==> config.mk <==
export PLATFORM = sky130hd
export DESIGN_NAME = pibc_ctrl
export DESIGN_NICKNAME = d
export VERILOG_FILES = /design/src/design/pibc_pkg.sv /design/src/design/pibc_ctrl.sv /design/src/design/pibc_step_ctr.sv
export SDC_FILE = /design/constraint.sdc
export NUM_CORES = 1
export LEC_CHECK = 0
export BUFFER_PORTS_ARGS = -buffer_cell sky130_fd_sc_hd__buf_2
export CORE_ASPECT_RATIO = 0.8
export CORE_MARGIN = 10
export CORE_UTILIZATION = 45
export DETAILED_ROUTE_END_ITERATION = 10
export PLACE_DENSITY = 0.81
export SETUP_SLACK_MARGIN = 0.1
export SLEW_MARGIN = 20
export SYNTH_ARGS = -nofsm -noshare
export SYNTH_HDL_FRONTEND = slang
export SYNTH_SLANG_ARGS = --single-unit
==> constraint.sdc <==
create_clock -name clk_sys_i -period 5.7 [get_ports clk_sys_i]
set_clock_uncertainty 0.1 [all_clocks]
set_input_delay 0.285 -clock clk_sys_i [delete_from_list [all_inputs] [get_ports clk_sys_i]]
set_output_delay 0.285 -clock clk_sys_i [all_outputs]
set_load 0.05 [all_outputs]
==> src/design/pibc_pkg.sv <==
// Purpose: Shared constants and types for the init and backup controller
// Assumes: Buffer memory words are 16 bits wide
// Notes:   Entry numbers are the printed positioning and block numbers

package pibc_pkg;

    // ************************************************************
    // Buffer memory map
    // ************************************************************
    localparam logic [15:0] ADDR_SAVE_REQ = 16'h076C;
    localparam logic [15:0] ADDR_INIT_REQ = 16'h076D;
    localparam logic [15:0] REQ_ON        = 16'h0001;
    localparam logic [15:0] REQ_OFF       = 16'h0000;
    localparam logic [15:0] RD_UNMAPPED   = 16'h0000;

    // ************************************************************
    // Warning and error codes
    // ************************************************************
    localparam logic [15:0] CODE_NONE       = 16'h0000;
    localparam logic [15:0] WARN_HOST_READY = 16'h006F;
    localparam logic [15:0] ERR_FLASH_WRITE = 16'h0321;
    localparam logic [15:0] ERR_WRITE_NUM   = 16'h0325;

    // ************************************************************
    // Data areas and limits
    // ************************************************************
    localparam int          IDX_W       = 10;
    localparam int          ENTRY_W     = 13;
    localparam logic [9:0]  PAR_LAST    = 10'h039;
    localparam logic [9:0]  POS_LAST    = 10'h257;
    localparam logic [9:0]  BLK_LAST    = 10'h004;
    localparam logic [12:0] PAR_BASE    = 13'h0000;
    localparam logic [12:0] POS_BASE    = 13'h0001;
    localparam logic [12:0] BLK_BASE    = 13'h1B58;
    localparam logic [4:0]  SESSION_MAX = 5'h19;
    localparam logic [4:0]  SESSION_RST = 5'h00;
    localparam logic [19:0] LIFE_MAX    = 20'h1_86A0;

    // ************************************************************
    // Types
    // ************************************************************
    typedef enum logic [1:0] {
        OP_NONE,
        OP_DEFAULT,
        OP_BACKUP,
        OP_LOAD
    } pibc_op_t;

    typedef enum logic [1:0] {
        AREA_PAR,
        AREA_POS,
        AREA_BLK
    } pibc_area_t;

    typedef enum logic [1:0] {
        ST_IDLE,
        ST_XFER,
        ST_FINISH
    } pibc_state_t;

    typedef struct packed {
        pibc_op_t         op;
        pibc_area_t       area;
        logic [12:0]      entry;
    } pibc_mem_cmd_t;

    typedef struct packed {
        logic             wr;
        logic             rd;
        logic [15:0]      addr;
        logic [15:0]      wdata;
    } pibc_bm_req_t;

endpackage : pibc_pkg

==> src/design/pibc_ctrl.sv <==
// Purpose: Parameter default restore and flash backup sequencer
// Assumes: Flash engine acks each word command, reporting failure
// Notes:   Power-up load runs first; requests wait until it ends

`timescale 1ns/1ps
`default_nettype none

// Notes on behaviour
// - Init starts when host writes 1
// - Backup starts when host writes 1
// - Device clears init word when done
// - Device clears save word when done
// - Init refused with 111 if host ready
// - Failed write past 100000 gives 801
// - Over 25 session writes gives 805
// - Backup copies parameters, positions, block data
// - Power-up loads flash back into buffer
// - Init also restores flash copy
module pibc_ctrl (
    input  wire logic                   clk_sys_i,
    input  wire logic                   rst_b_i,
    input  wire logic                   ce_i,
    input  wire pibc_pkg::pibc_bm_req_t bm_req_i,
    output logic [15:0]                 bm_rdata_o,
    input  wire logic                   host_ready_output_i,
    input  wire logic                   err_clear_i,
    output logic                        mem_req_o,
    output pibc_pkg::pibc_mem_cmd_t     mem_cmd_o,
    input  wire logic                   mem_ack_i,
    input  wire logic                   mem_fail_i,
    input  wire logic [19:0]            flash_life_count_i,
    output logic                        busy_o,
    output logic [15:0]                 warn_code_o,
    output logic [15:0]                 err_code_o,
    output logic [4:0]                  flash_write_count_monitor_o
);

    // ************************************************************
    // Declarations
    // ************************************************************
    pibc_pkg::pibc_state_t st_q;
    pibc_pkg::pibc_op_t    op_q;
    pibc_pkg::pibc_area_t  area_q;
    logic [15:0]           init_req_q;
    logic [15:0]           save_req_q;
    logic [15:0]           rdata_q;
    logic [15:0]           warn_q;
    logic [15:0]           err_q;
    logic [4:0]            session_q;
    logic [9:0]            walk_cnt;
    logic                  walk_last;
    logic [9:0]            area_limit;
    logic [12:0]           area_base;
    logic                  init_pend;
    logic                  save_pend;
    logic                  start_init;
    logic                  start_save;
    logic                  refuse_init;
    logic                  refuse_save;
    logic                  xfer_ok;
    logic                  xfer_fail;
    logic                  area_done;
    logic                  all_done;
    logic                  init_busy;
    logic                  save_busy;
    logic                  wr_init;
    logic                  wr_save;

    // ************************************************************
    // Request decode
    // ************************************************************
    assign init_pend = (init_req_q == pibc_pkg::REQ_ON);
    assign save_pend = (save_req_q == pibc_pkg::REQ_ON);

    // Init takes precedence when both words are set together
    assign start_init  = (st_q == pibc_pkg::ST_IDLE) && init_pend
                         && !host_ready_output_i;
    assign refuse_init = (st_q == pibc_pkg::ST_IDLE) && init_pend
                         && host_ready_output_i;
    assign start_save  = (st_q == pibc_pkg::ST_IDLE) && !init_pend
                         && save_pend
                         && (session_q != pibc_pkg::SESSION_MAX);
    assign refuse_save = (st_q == pibc_pkg::ST_IDLE) && !init_pend
                         && save_pend
                         && (session_q == pibc_pkg::SESSION_MAX);

    assign xfer_ok   = (st_q == pibc_pkg::ST_XFER) && mem_ack_i
                       && !mem_fail_i;
    assign xfer_fail = (st_q == pibc_pkg::ST_XFER) && mem_ack_i
                       && mem_fail_i;
    assign area_done = xfer_ok && walk_last;
    assign all_done  = area_done && (area_q == pibc_pkg::AREA_BLK);

    assign init_busy = (st_q != pibc_pkg::ST_IDLE)
                       && (op_q == pibc_pkg::OP_DEFAULT);
    assign save_busy = (st_q != pibc_pkg::ST_IDLE)
                       && (op_q == pibc_pkg::OP_BACKUP);

    // Host writes land only while that word is not in use
    assign wr_init = bm_req_i.wr && !init_busy
                     && (bm_req_i.addr == pibc_pkg::ADDR_INIT_REQ);
    assign wr_save = bm_req_i.wr && !save_busy
                     && (bm_req_i.addr == pibc_pkg::ADDR_SAVE_REQ);

    // ************************************************************
    // Sequencer
    // ************************************************************
    // Reset release starts the flash-to-buffer load
    always_ff @(posedge clk_sys_i or negedge rst_b_i) begin
        if (!rst_b_i) begin
            st_q   <= pibc_pkg::ST_XFER;
            op_q   <= pibc_pkg::OP_LOAD;
            area_q <= pibc_pkg::AREA_PAR;
        end else if (ce_i) begin
            unique case (st_q)
                pibc_pkg::ST_IDLE: begin
                    area_q <= pibc_pkg::AREA_PAR;
                    if (start_init) begin
                        op_q <= pibc_pkg::OP_DEFAULT;
                        st_q <= pibc_pkg::ST_XFER;
                    end else if (start_save) begin
                        op_q <= pibc_pkg::OP_BACKUP;
                        st_q <= pibc_pkg::ST_XFER;
                    end
                end
                pibc_pkg::ST_XFER: begin
                    if (xfer_fail || all_done) begin
                        st_q <= pibc_pkg::ST_FINISH;
                    end else if (area_done) begin
                        // Parameters, then positions, then block data
                        if (area_q == pibc_pkg::AREA_PAR) begin
                            area_q <= pibc_pkg::AREA_POS;
                        end else begin
                            area_q <= pibc_pkg::AREA_BLK;
                        end
                    end
                end
                pibc_pkg::ST_FINISH: begin
                    st_q <= pibc_pkg::ST_IDLE;
                    op_q <= pibc_pkg::OP_NONE;
                end
                // Unused state code falls back to idle
                default: begin
                    st_q <= pibc_pkg::ST_IDLE;
                    op_q <= pibc_pkg::OP_NONE;
                end
            endcase
        end
    end

    // ************************************************************
    // Area walker
    // ************************************************************
    // Bounds and base of the area being walked
    always_comb begin
        area_limit = pibc_pkg::PAR_LAST;
        area_base  = pibc_pkg::PAR_BASE;
        unique case (area_q)
            pibc_pkg::AREA_POS: begin
                area_limit = pibc_pkg::POS_LAST;
                area_base  = pibc_pkg::POS_BASE;
            end
            pibc_pkg::AREA_BLK: begin
                area_limit = pibc_pkg::BLK_LAST;
                area_base  = pibc_pkg::BLK_BASE;
            end
            default: begin
                area_limit = pibc_pkg::PAR_LAST;
                area_base  = pibc_pkg::PAR_BASE;
            end
        endcase
    end

    pibc_step_ctr #(
        .W          (pibc_pkg::IDX_W)
    ) u_walk (
        .clk_sys_i  (clk_sys_i),
        .rst_b_i    (rst_b_i),
        .ce_i       (ce_i),
        .clear_i    (start_init || start_save || area_done),
        .step_i     (xfer_ok),
        .limit_i    (area_limit),
        .count_o    (walk_cnt),
        .last_o     (walk_last)
    );

    // ************************************************************
    // Request words
    // ************************************************************
    // Refusal and completion both clear the word
    always_ff @(posedge clk_sys_i or negedge rst_b_i) begin
        if (!rst_b_i) begin
            init_req_q <= pibc_pkg::REQ_OFF;
        end else if (ce_i) begin
            if (refuse_init) begin
                init_req_q <= pibc_pkg::REQ_OFF;
            end else if ((st_q == pibc_pkg::ST_FINISH)
                         && (op_q == pibc_pkg::OP_DEFAULT)) begin
                init_req_q <= pibc_pkg::REQ_OFF;
            end else if (wr_init) begin
                init_req_q <= bm_req_i.wdata;
            end
        end
    end

    always_ff @(posedge clk_sys_i or negedge rst_b_i) begin
        if (!rst_b_i) begin
            save_req_q <= pibc_pkg::REQ_OFF;
        end else if (ce_i) begin
            if (refuse_save) begin
                save_req_q <= pibc_pkg::REQ_OFF;
            end else if ((st_q == pibc_pkg::ST_FINISH)
                         && (op_q == pibc_pkg::OP_BACKUP)) begin
                save_req_q <= pibc_pkg::REQ_OFF;
            end else if (wr_save) begin
                save_req_q <= bm_req_i.wdata;
            end
        end
    end

    // ************************************************************
    // Read port
    // ************************************************************
    // Data holds until the next read
    always_ff @(posedge clk_sys_i or negedge rst_b_i) begin
        if (!rst_b_i) begin
            rdata_q <= pibc_pkg::RD_UNMAPPED;
        end else if (ce_i && bm_req_i.rd) begin
            unique case (bm_req_i.addr)
                pibc_pkg::ADDR_INIT_REQ: rdata_q <= init_req_q;
                pibc_pkg::ADDR_SAVE_REQ: rdata_q <= save_req_q;
                default:                 rdata_q <= pibc_pkg::RD_UNMAPPED;
            endcase
        end
    end

    // ************************************************************
    // Session write count
    // ************************************************************
    // Only a reset brings the count, and so error 805, back
    // Counted at start, so failed backups count too
    always_ff @(posedge clk_sys_i or negedge rst_b_i) begin
        if (!rst_b_i) begin
            session_q <= pibc_pkg::SESSION_RST;
        end else if (ce_i && start_save) begin
            session_q <= session_q + 5'h01;
        end
    end

    // ************************************************************
    // Warning and error codes
    // ************************************************************
    // Set wins over a clear in the same cycle
    // An 801 never overwrites a standing 805
    always_ff @(posedge clk_sys_i or negedge rst_b_i) begin
        if (!rst_b_i) begin
            warn_q <= pibc_pkg::CODE_NONE;
        end else if (ce_i) begin
            if (refuse_init) begin
                warn_q <= pibc_pkg::WARN_HOST_READY;
            end else if (err_clear_i) begin
                warn_q <= pibc_pkg::CODE_NONE;
            end
        end
    end

    always_ff @(posedge clk_sys_i or negedge rst_b_i) begin
        if (!rst_b_i) begin
            err_q <= pibc_pkg::CODE_NONE;
        end else if (ce_i) begin
            if (refuse_save) begin
                err_q <= pibc_pkg::ERR_WRITE_NUM;
            end else if (xfer_fail && (op_q != pibc_pkg::OP_LOAD)
                         && (err_q != pibc_pkg::ERR_WRITE_NUM)
                         && (flash_life_count_i > pibc_pkg::LIFE_MAX)) begin
                err_q <= pibc_pkg::ERR_FLASH_WRITE;
            end else if (err_clear_i
                         && (err_q != pibc_pkg::ERR_WRITE_NUM)) begin
                err_q <= pibc_pkg::CODE_NONE;
            end
        end
    end

    // ************************************************************
    // Outputs
    // ************************************************************
    // Entry is area base plus walk index
    assign mem_req_o        = (st_q == pibc_pkg::ST_XFER);
    assign mem_cmd_o.op     = op_q;
    assign mem_cmd_o.area   = area_q;
    assign mem_cmd_o.entry  = area_base + {3'b000, walk_cnt};
    assign bm_rdata_o       = rdata_q;
    assign busy_o           = (st_q != pibc_pkg::ST_IDLE);
    assign warn_code_o      = warn_q;
    assign err_code_o       = err_q;
    assign flash_write_count_monitor_o = session_q;

endmodule : pibc_ctrl

`default_nettype wire

==> src/design/pibc_step_ctr.sv <==
// Purpose: Word counter that walks one data area
// Assumes: Clear has priority over step
// Notes:   Last flag compares against the area's final index

`timescale 1ns/1ps
`default_nettype none

module pibc_step_ctr #(
    parameter int W = 10
) (
    input  wire logic         clk_sys_i,
    input  wire logic         rst_b_i,
    input  wire logic         ce_i,
    input  wire logic         clear_i,
    input  wire logic         step_i,
    input  wire logic [W-1:0] limit_i,
    output logic      [W-1:0] count_o,
    output logic              last_o
);

    logic [W-1:0] count_q;

    always_ff @(posedge clk_sys_i or negedge rst_b_i) begin
        if (!rst_b_i) begin
            count_q <= '0;
        end else if (ce_i) begin
            if (clear_i) begin
                count_q <= '0;
            end else if (step_i) begin
                count_q <= count_q + W'(1);
            end
        end
    end

    assign count_o = count_q;
    assign last_o  = (count_q == limit_i);

endmodule : pibc_step_ctr

`default_nettype wire

==> reports/metrics.cfg, run 1 <==
[status]
outcome = finished clean

[clocking]
tritoncts = done
cts-root-to-sink-buffers = 2
cts_buffers = 9
worstSkewPairLatency_ns = 0.33
cts_num_sinks = 72
cts_htree_levels = 3
root_buffer = sky130_fd_sc_hd__clkbuf_16
post_cts_hold_buffer_count = 0
cts_resized = 0
postCtsSetupBuffers = 0
cts.clk_slew.worst_paths_ns = 0.06

[global_route]
grt_antenna_before_repair = 1
grt-ovfl-total = 0
grt_start_max_net_pins = 73
first_global_vias = 3814
grt_usage = 0.1655
grt_first_pass_wirelength_mm = 18.86

[power_and_ir_drop]
p_comb_frac = 0.195
sequentialPowerShare = 0.392
pwr_density_cell_nw_per_um2 = 304.2
internal-power_uw = 1079
power_frac_clock = 0.413
p_total_uw = 1575
p_sw_frac = 0.3151
p_switching_uw = 496.4
leakagePower_uw = 0.002817
ir_worst_vdd_mv = 0.1195

[critical_path]
setup.worst_path.class = register to output pin
worst_path_largest_cell_delay_ns = 0.41
timing.critical_path.arrival_ns = 2.86
worst_path_most_repeated_cell = sky130_fd_sc_hd__ha_1
critical_path_top_delay_cell = sky130_fd_sc_hd__dfrtp_1
worstSetupEndpointType = output pin
cp-start-kind = register
required_ns = 5.32
critical_path.n_buffers_inverters = 2
crit_path_cell_trace = inv_1, ha_1, ha_1, a41o_1, a21oi_1, o21bai_1, a31oi_1, xnor2_1, buf_2
timing.critical_path.fanout_max = 10
worst_path_dominant_cell_family = compound AO/OA/AOI/OAI gates

[timing]
final.setup.worst_slack_ns = 2.451
timing.setup.tns_ns = 0
worst-slew-pin-transition_ns = 0.9088
hold_ws_ns = 0.06616
rsz0062_at_grt = false
final_min_period_over_clock_period = 0.5700
hold_violations = 0
relative_slew_slack = 0.3941
fmaxAchievable_mhz = 307.8
finalWorstPathRequiredPeriod_ns = 3.249
report.final.setup_viol = 0
slew_violations = 0

[floorplan]
coreArea_um2 = 9569
ios = 133
core.rowCount = 32
die-width_um = 130.4
fp.dieArea_um2 = 14120
initial_utilization = 0.4583
floorplan.die.height_um = 108.3

[logic_synthesis]
share_of_synthesized_cell_area_in_full_adder_half_adder_and_majority_cells = 0.03709
synth_top_family_by_area = simple AND/OR/NAND/NOR gates
synth_area_leaders = sky130_fd_sc_hd__dfrtp_1 39%, sky130_fd_sc_hd__mux2i_1 7.3%, sky130_fd_sc_hd__buf_4 5.3%
post_synth_and_or_nand_nor_area_fraction = 0.1892
synth.yosys.warnings = 0
postSynthCellCount = 441
synth_top_cell_area_share = 0.3937
yosysSeqAreaShare = 0.4117
synth-async-reset-ratio = 1.000
synthXorXnorAreaFrac = 0.02967
syn_area_um2 = 4385
ys_types = 69
postSynthRegisterBits = 72
postSynthAreaPerCell_um2 = 9.944
synth_enable_flop_cells = 0
synth_largest_area_cell = sky130_fd_sc_hd__dfrtp_1
synth_ff_type = sky130_fd_sc_hd__dfrtp_1
synth-compound-area-share = 0.1524
multiplexer_share_of_the_synthesized_area = 0.07561

[detailed_routing]
drt_iter0_markers = 221
number_of_design_rule_violations_left_after_detail_routing = 0
via_count = 3776
routed_wl_mm = 12.04
total_iterations_of_the_first_detailed_routing_run = 4
viasPerCell = 5.713
post_drt_wl_per_cell_um = 18.22
detail-route-antenna-nets = 0

[placement]
gp_congestion = 0.8902
hpwlAfterDp_mm = 9.048
dpl_worst_slack_ns = 2.824
numPortBuffers = 111

[layout]
drive_gt1_frac = 0.2957
final_net_count = 610
layout-area-overhead-vs-synth_pct = 18.06

[hold_path]
hold_path_class = primary input to asynchronous set/reset pin

[run]
maxCapViolCount = 0

-- logic make-up (layout without fill, tap and decap cells) --
| family | count (synthesis) | count (layout) |
|---|---|---|
| adders and majority gates | 13 | 13 |
| and+or+nand+nor | 142 | 142 |
| other | 1 | 22 |
| DFF | 72 | 72 |
| buffers and inverters | 77 | 157 |
| muxes | 33 | 33 |
| AOI/OAI and AO/OA | 89 | 89 |
| xor gates and xnor gates | 14 | 14 |
-- power by group through the flow --
stage / sequential, uW / combinational [uW] / clock (uW)
6_report: 617 / 307 / 651
5_1_grt: 624 / 331 / 682
4_1_cts: 615 / 307 / 660
3_5_place_dp: 624 / 305 / 0
3_3_place_gp: 619 / 296 / 0
2_1_floorplan: 609 / 244 / 0
-- sequential cells by signal (all words and copies together) (netlist names) --
register,count
area_q,2
bm_rdata_o,16
err_code_o,2
flash_write_count_monitor_o,5
init_req_q,16
op_q,2
save_req_q,16
st_q,2
u_walk.count_o,10
warn_code_o,1
-- cells in the mapped netlist, types with 8 or more instances --
cell / n
sky130_fd_sc_hd__inv_1: 27
sky130_fd_sc_hd__mux2i_1: 32
sky130_fd_sc_hd__dfrtp_1: 69
sky130_fd_sc_hd__clkbuf_1: 8
sky130_fd_sc_hd__buf_4: 31
sky130_fd_sc_hd__nor4_1: 12
sky130_fd_sc_hd__a22o_2: 10
sky130_fd_sc_hd__nand3_1: 11
sky130_fd_sc_hd__o21ai_0: 25
sky130_fd_sc_hd__nand2_1: 51
sky130_fd_sc_hd__nor2_1: 13
sky130_fd_sc_hd__ha_1: 13
sky130_fd_sc_hd__a22o_1: 9
-- metrics by stage --
step | cell area, um^2 | util | instances
4_1_cts | 5175 | 0.5408 | 660
6_report | 5177 | 0.5411 | 661
5_1_grt | 5177 | 0.5411 | 661
2_1_floorplan | 4461 | - | 461
3_3_place_gp | 4831 | 0.5048 | 644
3_5_place_dp | 4831 | 0.5048 | 644
-- area by class of cell --
| type | instances | area [um^2] |
|---|---|---|
| well taps | 119 | 148.9 |
| fillers | 832 | 4392 |
| inverters | 28 | 105.1 |
| diodes | 1 | 2.502 |
| flip-flops and latches | 72 | 1805 |
| clock buffers | 10 | 229.0 |
| clock inverters | 6 | 115.1 |
| repair buffers | 113 | 570.5 |
| multi-input cells | 312 | 2201 |
-- placed cells by master (no fill, tap or decap), types with 11 or more instances in the layout --
master / count
sky130_fd_sc_hd__buf_2: 111
sky130_fd_sc_hd__conb_1: 21
sky130_fd_sc_hd__dfrtp_1: 69
sky130_fd_sc_hd__ha_1: 13
sky130_fd_sc_hd__inv_1: 27
sky130_fd_sc_hd__mux2i_1: 32
sky130_fd_sc_hd__nand2_1: 51
sky130_fd_sc_hd__nand3_1: 11
sky130_fd_sc_hd__nor2_1: 13
sky130_fd_sc_hd__nor4_1: 12
sky130_fd_sc_hd__o21ai_0: 25
-- metal layers --
metal	wire length (um)	part of all wire	global-route usage	up-vias
li1	-	-	-	1753
met1	4839	0.40	0.1956	1825
met2	5617	0.47	0.2713	177
met3	1333	0.11	0.05822	21
met4	254	0.021	0.06498	0
met5	0	0	0	-
-- final timing paths --
| check | end | startpoint | slack [ns] | cells after the start |
|---|---|---|---|---|
| worst max register to register | st_q[0] | area_q[0] | 2.76 | 8 |
| max in group asynchronous | flash_write_count_monitor_o[0] | rst_b_i | 4.85 | 2 |
| min in group clk_sys_i | save_req_q[13] | bm_req_i[13] | 0.08 | 2 |
| worst max-delay path | mem_cmd_o[9] | area_q[0] | 2.45 | 9 |
| worst min register to register | bm_rdata_o[5] | bm_rdata_o[5] | 0.38 | 2 |
| worst min-delay path | bm_rdata_o[0] | rst_b_i | 0.07 | 2 |
(Power assumes the default switching activity.)
==> run 2, diff against run 1 <==
PLACE_DENSITY = 0.84   (was 0.81)
clock period = 2.74 ns   (was 5.7 ns; I/O delays follow)
==> reports/metrics.cfg, run 2 (synthesis results as in run 1) <==
[floorplan]
fp.dieArea_um2 = 14120
floorplan.die.height_um = 108.3
coreArea_um2 = 9569
die-width_um = 130.4
ios = 133
initial_utilization = 0.4583
core.rowCount = 32

[power_and_ir_drop]
sequentialPowerShare = 0.407
p_comb_frac = 0.215
p_sw_frac = 0.3313
leakagePower_uw = 0.002960
pwr_density_cell_nw_per_um2 = 567.6
internal-power_uw = 2129
p_switching_uw = 1055
ir_worst_vdd_mv = 0.3399
power_frac_clock = 0.378

[placement]
post_dp_cell_area_um2 = 4965
hpwlAfterDp_mm = 9.536
numPortBuffers = 111
placed_cells = 651
gp_congestion = 0.8946

[critical_path]
worst_path_most_repeated_cell = sky130_fd_sc_hd__ha_4
timing.critical_path.arrival_ns = 2.34
required_ns = 2.50
timing.critical_path.fanout_max = 4
worst_path_largest_cell_delay_ns = 0.40
critical_path.n_buffers_inverters = 2
critical_path_top_delay_cell = sky130_fd_sc_hd__dfrtp_2
crit_path_cell_trace = inv_2, ha_4, ha_4, ha_2, a31o_2, a21o_1, a31oi_2, nor2_2, xor2_4, buf_8
worst_path_dominant_cell_family = compound AO/OA/AOI/OAI gates
setup.worst_path.class = register to output pin
cp-start-kind = register
worstSetupEndpointType = output pin

[detailed_routing]
detail-route-antenna-nets = 0
total_iterations_of_the_first_detailed_routing_run = 5
number_of_design_rule_violations_left_after_detail_routing = 0
post_drt_wl_per_cell_um = 19.33
routed_wl_mm = 13.36
via_count = 3998
viasPerCell = 5.786
drt_iter0_markers = 484

[run]
maxCapViolCount = 0

[layout]
drive_gt1_frac = 0.3468
final_net_count = 640
final_cell_area_um2 = 5610
layoutNonFillerInstCount = 691
num-fill-cells = 743
layout-area-overhead-vs-synth_pct = 27.93
final_common_cell = sky130_fd_sc_hd__buf_2
layout_common_cells = 109 x sky130_fd_sc_hd__buf_2, 67 x sky130_fd_sc_hd__dfrtp_1, 51 x sky130_fd_sc_hd__nand2_1

[global_route]
first_global_vias = 4267
gr-usage-met3 = 0.05724
grt_antenna_before_repair = 1
grt_start_max_net_pins = 73
grt_first_pass_wirelength_mm = 21.16
met2_usage = 0.3021
grt-ovfl-total = 0
gr-max-usage-layer = met2
grt_usage = 0.1858
globalRouteMet1Util = 0.2207

[clocking]
cts_buffers = 9
root_buffer = sky130_fd_sc_hd__clkbuf_16
cts.clk_slew.worst_paths_ns = 0.05
worstSkewPairLatency_ns = 0.34
cts-root-to-sink-buffers = 2
cts_num_sinks = 72
cts_htree_levels = 3
tritoncts = done

[timing]
report.final.setup_viol = 0
timing.setup.tns_ns = 0
hold_violations = 0
finalWorstPathRequiredPeriod_ns = 2.581
slew_violations = 0
fmaxAchievable_mhz = 387.4
final_min_period_over_clock_period = 0.9421
rsz0062_at_grt = true
worst-slew-pin-transition_ns = 0.8504
relative_slew_slack = 0.4279

[status]
outcome = finished clean

[hold_path]
hold_path_class = primary input to register

==> run 2: cell types whose count changed in the layout (fill, tap and decap cells not counted), moves of 3 or more <==
cell | previous run | this run
sky130_fd_sc_hd__buf_4 | 2 | 14
sky130_fd_sc_hd__dlygate4sd3_1 | 0 | 17
sky130_fd_sc_hd__ha_1 | 13 | 6
sky130_fd_sc_hd__ha_4 | 0 | 5
sky130_fd_sc_hd__xnor2_1 | 6 | 3
sky130_fd_sc_hd__xnor2_2 | 1 | 4
==> run 2: area by class of cell <==
cell class / instances / area, um^2 / share of cell area
Multi-Input combinational cell: 312 / 2371 / 0.4226
Sequential cell: 72 / 1808 / 0.3223
Timing Repair Buffer: 143 / 867.1 / 0.1545
Clock buffer: 11 / 252.7 / 0.04505
Tap cell: 119 / 148.9 / 0.02654
Inverter: 28 / 105.1 / 0.01873
Clock inverter: 5 / 55.05 / 0.009813
Antenna cell: 1 / 2.502 / 0.0004460
==> run 2: repair_timing <==
action	in CTS	in global routing
hold endpoints to repair	101	0
gates resized for setup	14	10
pin swaps	4	4
hold buffers	17	0
setup endpoints to repair	4	29
buffers inserted	6	0
==> run 2: per-stage QoR <==
step | power (uW) | hold WS [ns] | util | setup slack (ns)
floorplan | 1776 | -0.2586 | - | 0.1220
global placement | 1911 | 0.08842 | 0.5188 | 0.2435
detailed placement | 1944 | 0.09598 | 0.5188 | 0.1580
CTS | 3160 | 0.1097 | 0.5790 | 0.1032
global route | 3295 | 0.1470 | 0.5863 | 0.09902
finish | 3184 | 0.1310 | 0.5863 | 0.1587
==> run 2: layer usage <==
| metal | up-vias | routed length (um) |
|---|---|---|
| met4 | 0 | 516 |
| met1 | 1917 | 5406 |
| li1 | 1809 | - |
| met2 | 228 | 6232 |
| met3 | 44 | 1199 |
| met5 | - | 0 |
==> run 2: path summary, 6_finish.rpt <==
path                               start                 to  depth (start not counted)  slack (ns)
max                            area_q[1]       mem_cmd_o[8]                         10        0.16
min                          err_clear_i     warn_code_o[5]                          3        0.13
max reg2reg                save_req_q[4]  u_walk.count_o[0]                          5        0.17
min reg2reg                bm_rdata_o[1]      bm_rdata_o[1]                          2        0.37
max in group asynchronous        rst_b_i            op_q[1]                          3        1.93
min in group asynchronous        rst_b_i      bm_rdata_o[7]                          3        0.25
==> run 2: worst reg2reg max path, delay by kind of cell, from the launching register on <==
| kind | cells | cell delay [ns] |
|---|---|---|
| muxes | 1 | 0.31 |
| DFF | 1 | 0.40 |
| AOI/OAI and AO/OA | 1 | 0.22 |
| and+or+nand+nor | 3 | 1.43 |
==> run 2: power groups by stage <==
| stage | Combinational [uW] | Clock [uW] | Sequential (uW) |
|---|---|---|---|
| 3_3_place_gp | 621 | 0 | 1290 |
| 2_1_floorplan | 509 | 0 | 1270 |
| 5_1_grt | 738 | 1250 | 1310 |
| 3_5_place_dp | 644 | 0 | 1300 |
| 6_report | 686 | 1200 | 1300 |
| 4_1_cts | 669 | 1210 | 1280 |
==> run 3, diff against run 2 <==
SYNTH_HIERARCHICAL = 1   (was default)
==> reports/metrics.cfg, run 3 <==
[logic_synthesis]
postSynthAreaPerCell_um2 = 10.52
synth_top_cell_area_share = 0.4043
synth.most_common_cell = sky130_fd_sc_hd__dfrtp_1
yosysSeqAreaShare = 0.4228
synth_ff_type = sky130_fd_sc_hd__dfrtp_1
syn_area_um2 = 4270
synth_enable_flop_cells = 0
synth.yosys.warnings = 6
synth_area_leaders = sky130_fd_sc_hd__dfrtp_1 40%, sky130_fd_sc_hd__buf_4 5.6%, sky130_fd_sc_hd__a22o_1 5.3%
synth-async-reset-ratio = 1.000
synth_common_cells = 69 x sky130_fd_sc_hd__dfrtp_1, 42 x sky130_fd_sc_hd__nand2_1, 32 x sky130_fd_sc_hd__buf_4
synth_largest_area_cell = sky130_fd_sc_hd__dfrtp_1
ys_types = 67
postSynthRegisterBits = 72
postSynthCellCount = 406

[power_and_ir_drop]
ir_worst_vdd_mv = 0.5134
pwr_density_cell_nw_per_um2 = 749.5
leakagePower_uw = 0.002754

[run]
maxCapViolCount = 0

[detailed_routing]
routed_wl_mm = 13.11
wl_met1_mm = 5.347
detail-route-antenna-nets = 0
drt_iter0_markers = 419
number_of_design_rule_violations_left_after_detail_routing = 0
viasPerCell = 5.847
highest_layer = met4
wl_met2_mm = 6.396
routed-wl-met3_mm = 1.083
post_drt_wl_per_cell_um = 19.66
total_iterations_of_the_first_detailed_routing_run = 4
via_count = 3900

[global_route]
grt-ovfl-total = 0
grt_usage = 0.1782
first_global_vias = 4064
grt_start_max_net_pins = 35
grt_antenna_before_repair = 1
grt_first_pass_wirelength_mm = 20.24

[timing]
fmaxAchievable_mhz = 371.3
slew_violations = 0
finalWorstPathRequiredPeriod_ns = 2.693
worst-slew-pin-transition_ns = 0.9506
hold_violations = 0
rsz0062_at_grt = true
relative_slew_slack = 0.3615
report.final.setup_viol = 0
final_min_period_over_clock_period = 0.9828
final.setup.worst_slack_ns = 0.04702

[critical_path]
timing.critical_path.arrival_ns = 2.46
cp-start-kind = register
timing.critical_path.fanout_max = 4
worst_path_largest_cell_delay_ns = 0.44
required_ns = 2.50
worstSetupEndpointType = output pin
critical_path.n_buffers_inverters = 2
setup.worst_path.class = register to output pin
critical_path_top_delay_cell = sky130_fd_sc_hd__dfrtp_2
crit_path_cell_trace = inv_4, ha_2, ha_4, a41o_1, a21oi_2, o21bai_4, a31oi_4, xnor2_2, buf_6
worst_path_dominant_cell_family = compound AO/OA/AOI/OAI gates

[layout]
layout_common_cells = 108 x sky130_fd_sc_hd__buf_2, 67 x sky130_fd_sc_hd__dfrtp_1, 42 x sky130_fd_sc_hd__nand2_1
drive_gt1_frac = 0.3829
final_core_util = 0.6300
layout-area-overhead-vs-synth_pct = 35.04
final_net_count = 621
final_common_cell = sky130_fd_sc_hd__buf_2

[placement]
hpwlAfterDp_mm = 9.160
numPortBuffers = 111
gp_congestion = 0.8617
dpl_worst_slack_ns = -0.003071

[status]
outcome = finished clean

[clocking]
tritoncts = done
root_buffer = sky130_fd_sc_hd__clkbuf_16
cts_buffers = 9
cts_htree_levels = 3
cts.clk_slew.worst_paths_ns = 0.06
cts_num_sinks = 72
cts-root-to-sink-buffers = 2
worstSkewPairLatency_ns = 0.34

[floorplan]
core.rowCount = 31
initial_utilization = 0.4665
fp.dieArea_um2 = 13810
ios = 133
coreArea_um2 = 9154
floorplan.die.height_um = 107.1
die-width_um = 128.9

[hold_path]
hold_path_class = primary input to register

run 3: cell count changes after synthesis, sizes merged, moves of 5 or more:
cell,before,now
inv,28,9
xnor2,7,15
o31ai,4,9
mux2i,32,20
nand2,51,42
clkbuf,8,3
a22o,19,32
nor2,14,5
run 3: tightest hold or removal path, cell delays in order:
cell                      delay, ns
sky130_fd_sc_hd__buf_2         0.13
sky130_fd_sc_hd__nand3_1       0.06
sky130_fd_sc_hd__o21ai_0       0.07
run 3: logic make-up after synthesis:
group | synth area share
simple gates | 0.1875
compound gates | 0.1761
flops | 0.4228
buf+inv | 0.07969
xor+xnor | 0.04512
mux | 0.04688
fa+ha+maj | 0.04102
other cells | 0.0008781
run 3: path summary, 6_finish.rpt:
path                                startpoint                end  slack, ns  depth (start not counted)
max                                  area_q[0]       mem_cmd_o[9]       0.05                          9
min                        host_ready_output_i     warn_code_o[5]     0.0002                          3
min in group asynchronous              rst_b_i     init_req_q[14]       0.31                          2
max reg2reg                          area_q[1]  u_walk/count_o[8]       0.06                         11
max in group asynchronous              rst_b_i            op_q[0]       1.41                          3
min reg2reg                     bm_rdata_o[12]     bm_rdata_o[12]       0.37                          2
run 3: per-stage QoR:
stage	hold slack (ns)	instances	cell area, um^2	total power [uW]	setup TNS, ns
6_report	0.0002143	667	5767	4322	0
5_1_grt	0.01519	667	5767	4473	-0.04960
4_1_cts	0.004536	660	5528	4116	0
3_5_place_dp	0.1328	626	4912	2649	-0.003071
3_3_place_gp	0.1199	626	4912	2599	0
2_1_floorplan	-0.2586	428	4404	2331	0
run 3: layer usage:
metal	global-route usage	vias up
li1	-	1753
met1	0.2151	1932
met2	0.2982	189
met3	0.05613	26
met4	0.05429	0
met5	0	-
run 3: final cells by class:
cell class / count / area [um^2]
Fill cell: 673 / 3387
Multi-Input combinational cell: 303 / 2497
Sequential cell: 72 / 1808
Timing Repair Buffer: 150 / 915.9
Clock buffer: 10 / 239.0
Tap cell: 115 / 143.9
Clock inverter: 6 / 115.1
Inverter: 10 / 45.04
Antenna cell: 1 / 2.502
run 3: repair_timing:
item / in CTS / in global routing
pin swaps: 4 / 20
hold buffers: 18 / 0
endpoints found under the hold margin: 65 / 0
setup endpoints to repair: 8 / 12
gates resized for setup: 15 / 35
buffers inserted: 0 / 6
run 3: power breakdown:
part	internal, uW	total, uW	switching, uW
sequential	1120	1250	125
combinational	570	1690	1120
clock	919	1380	465
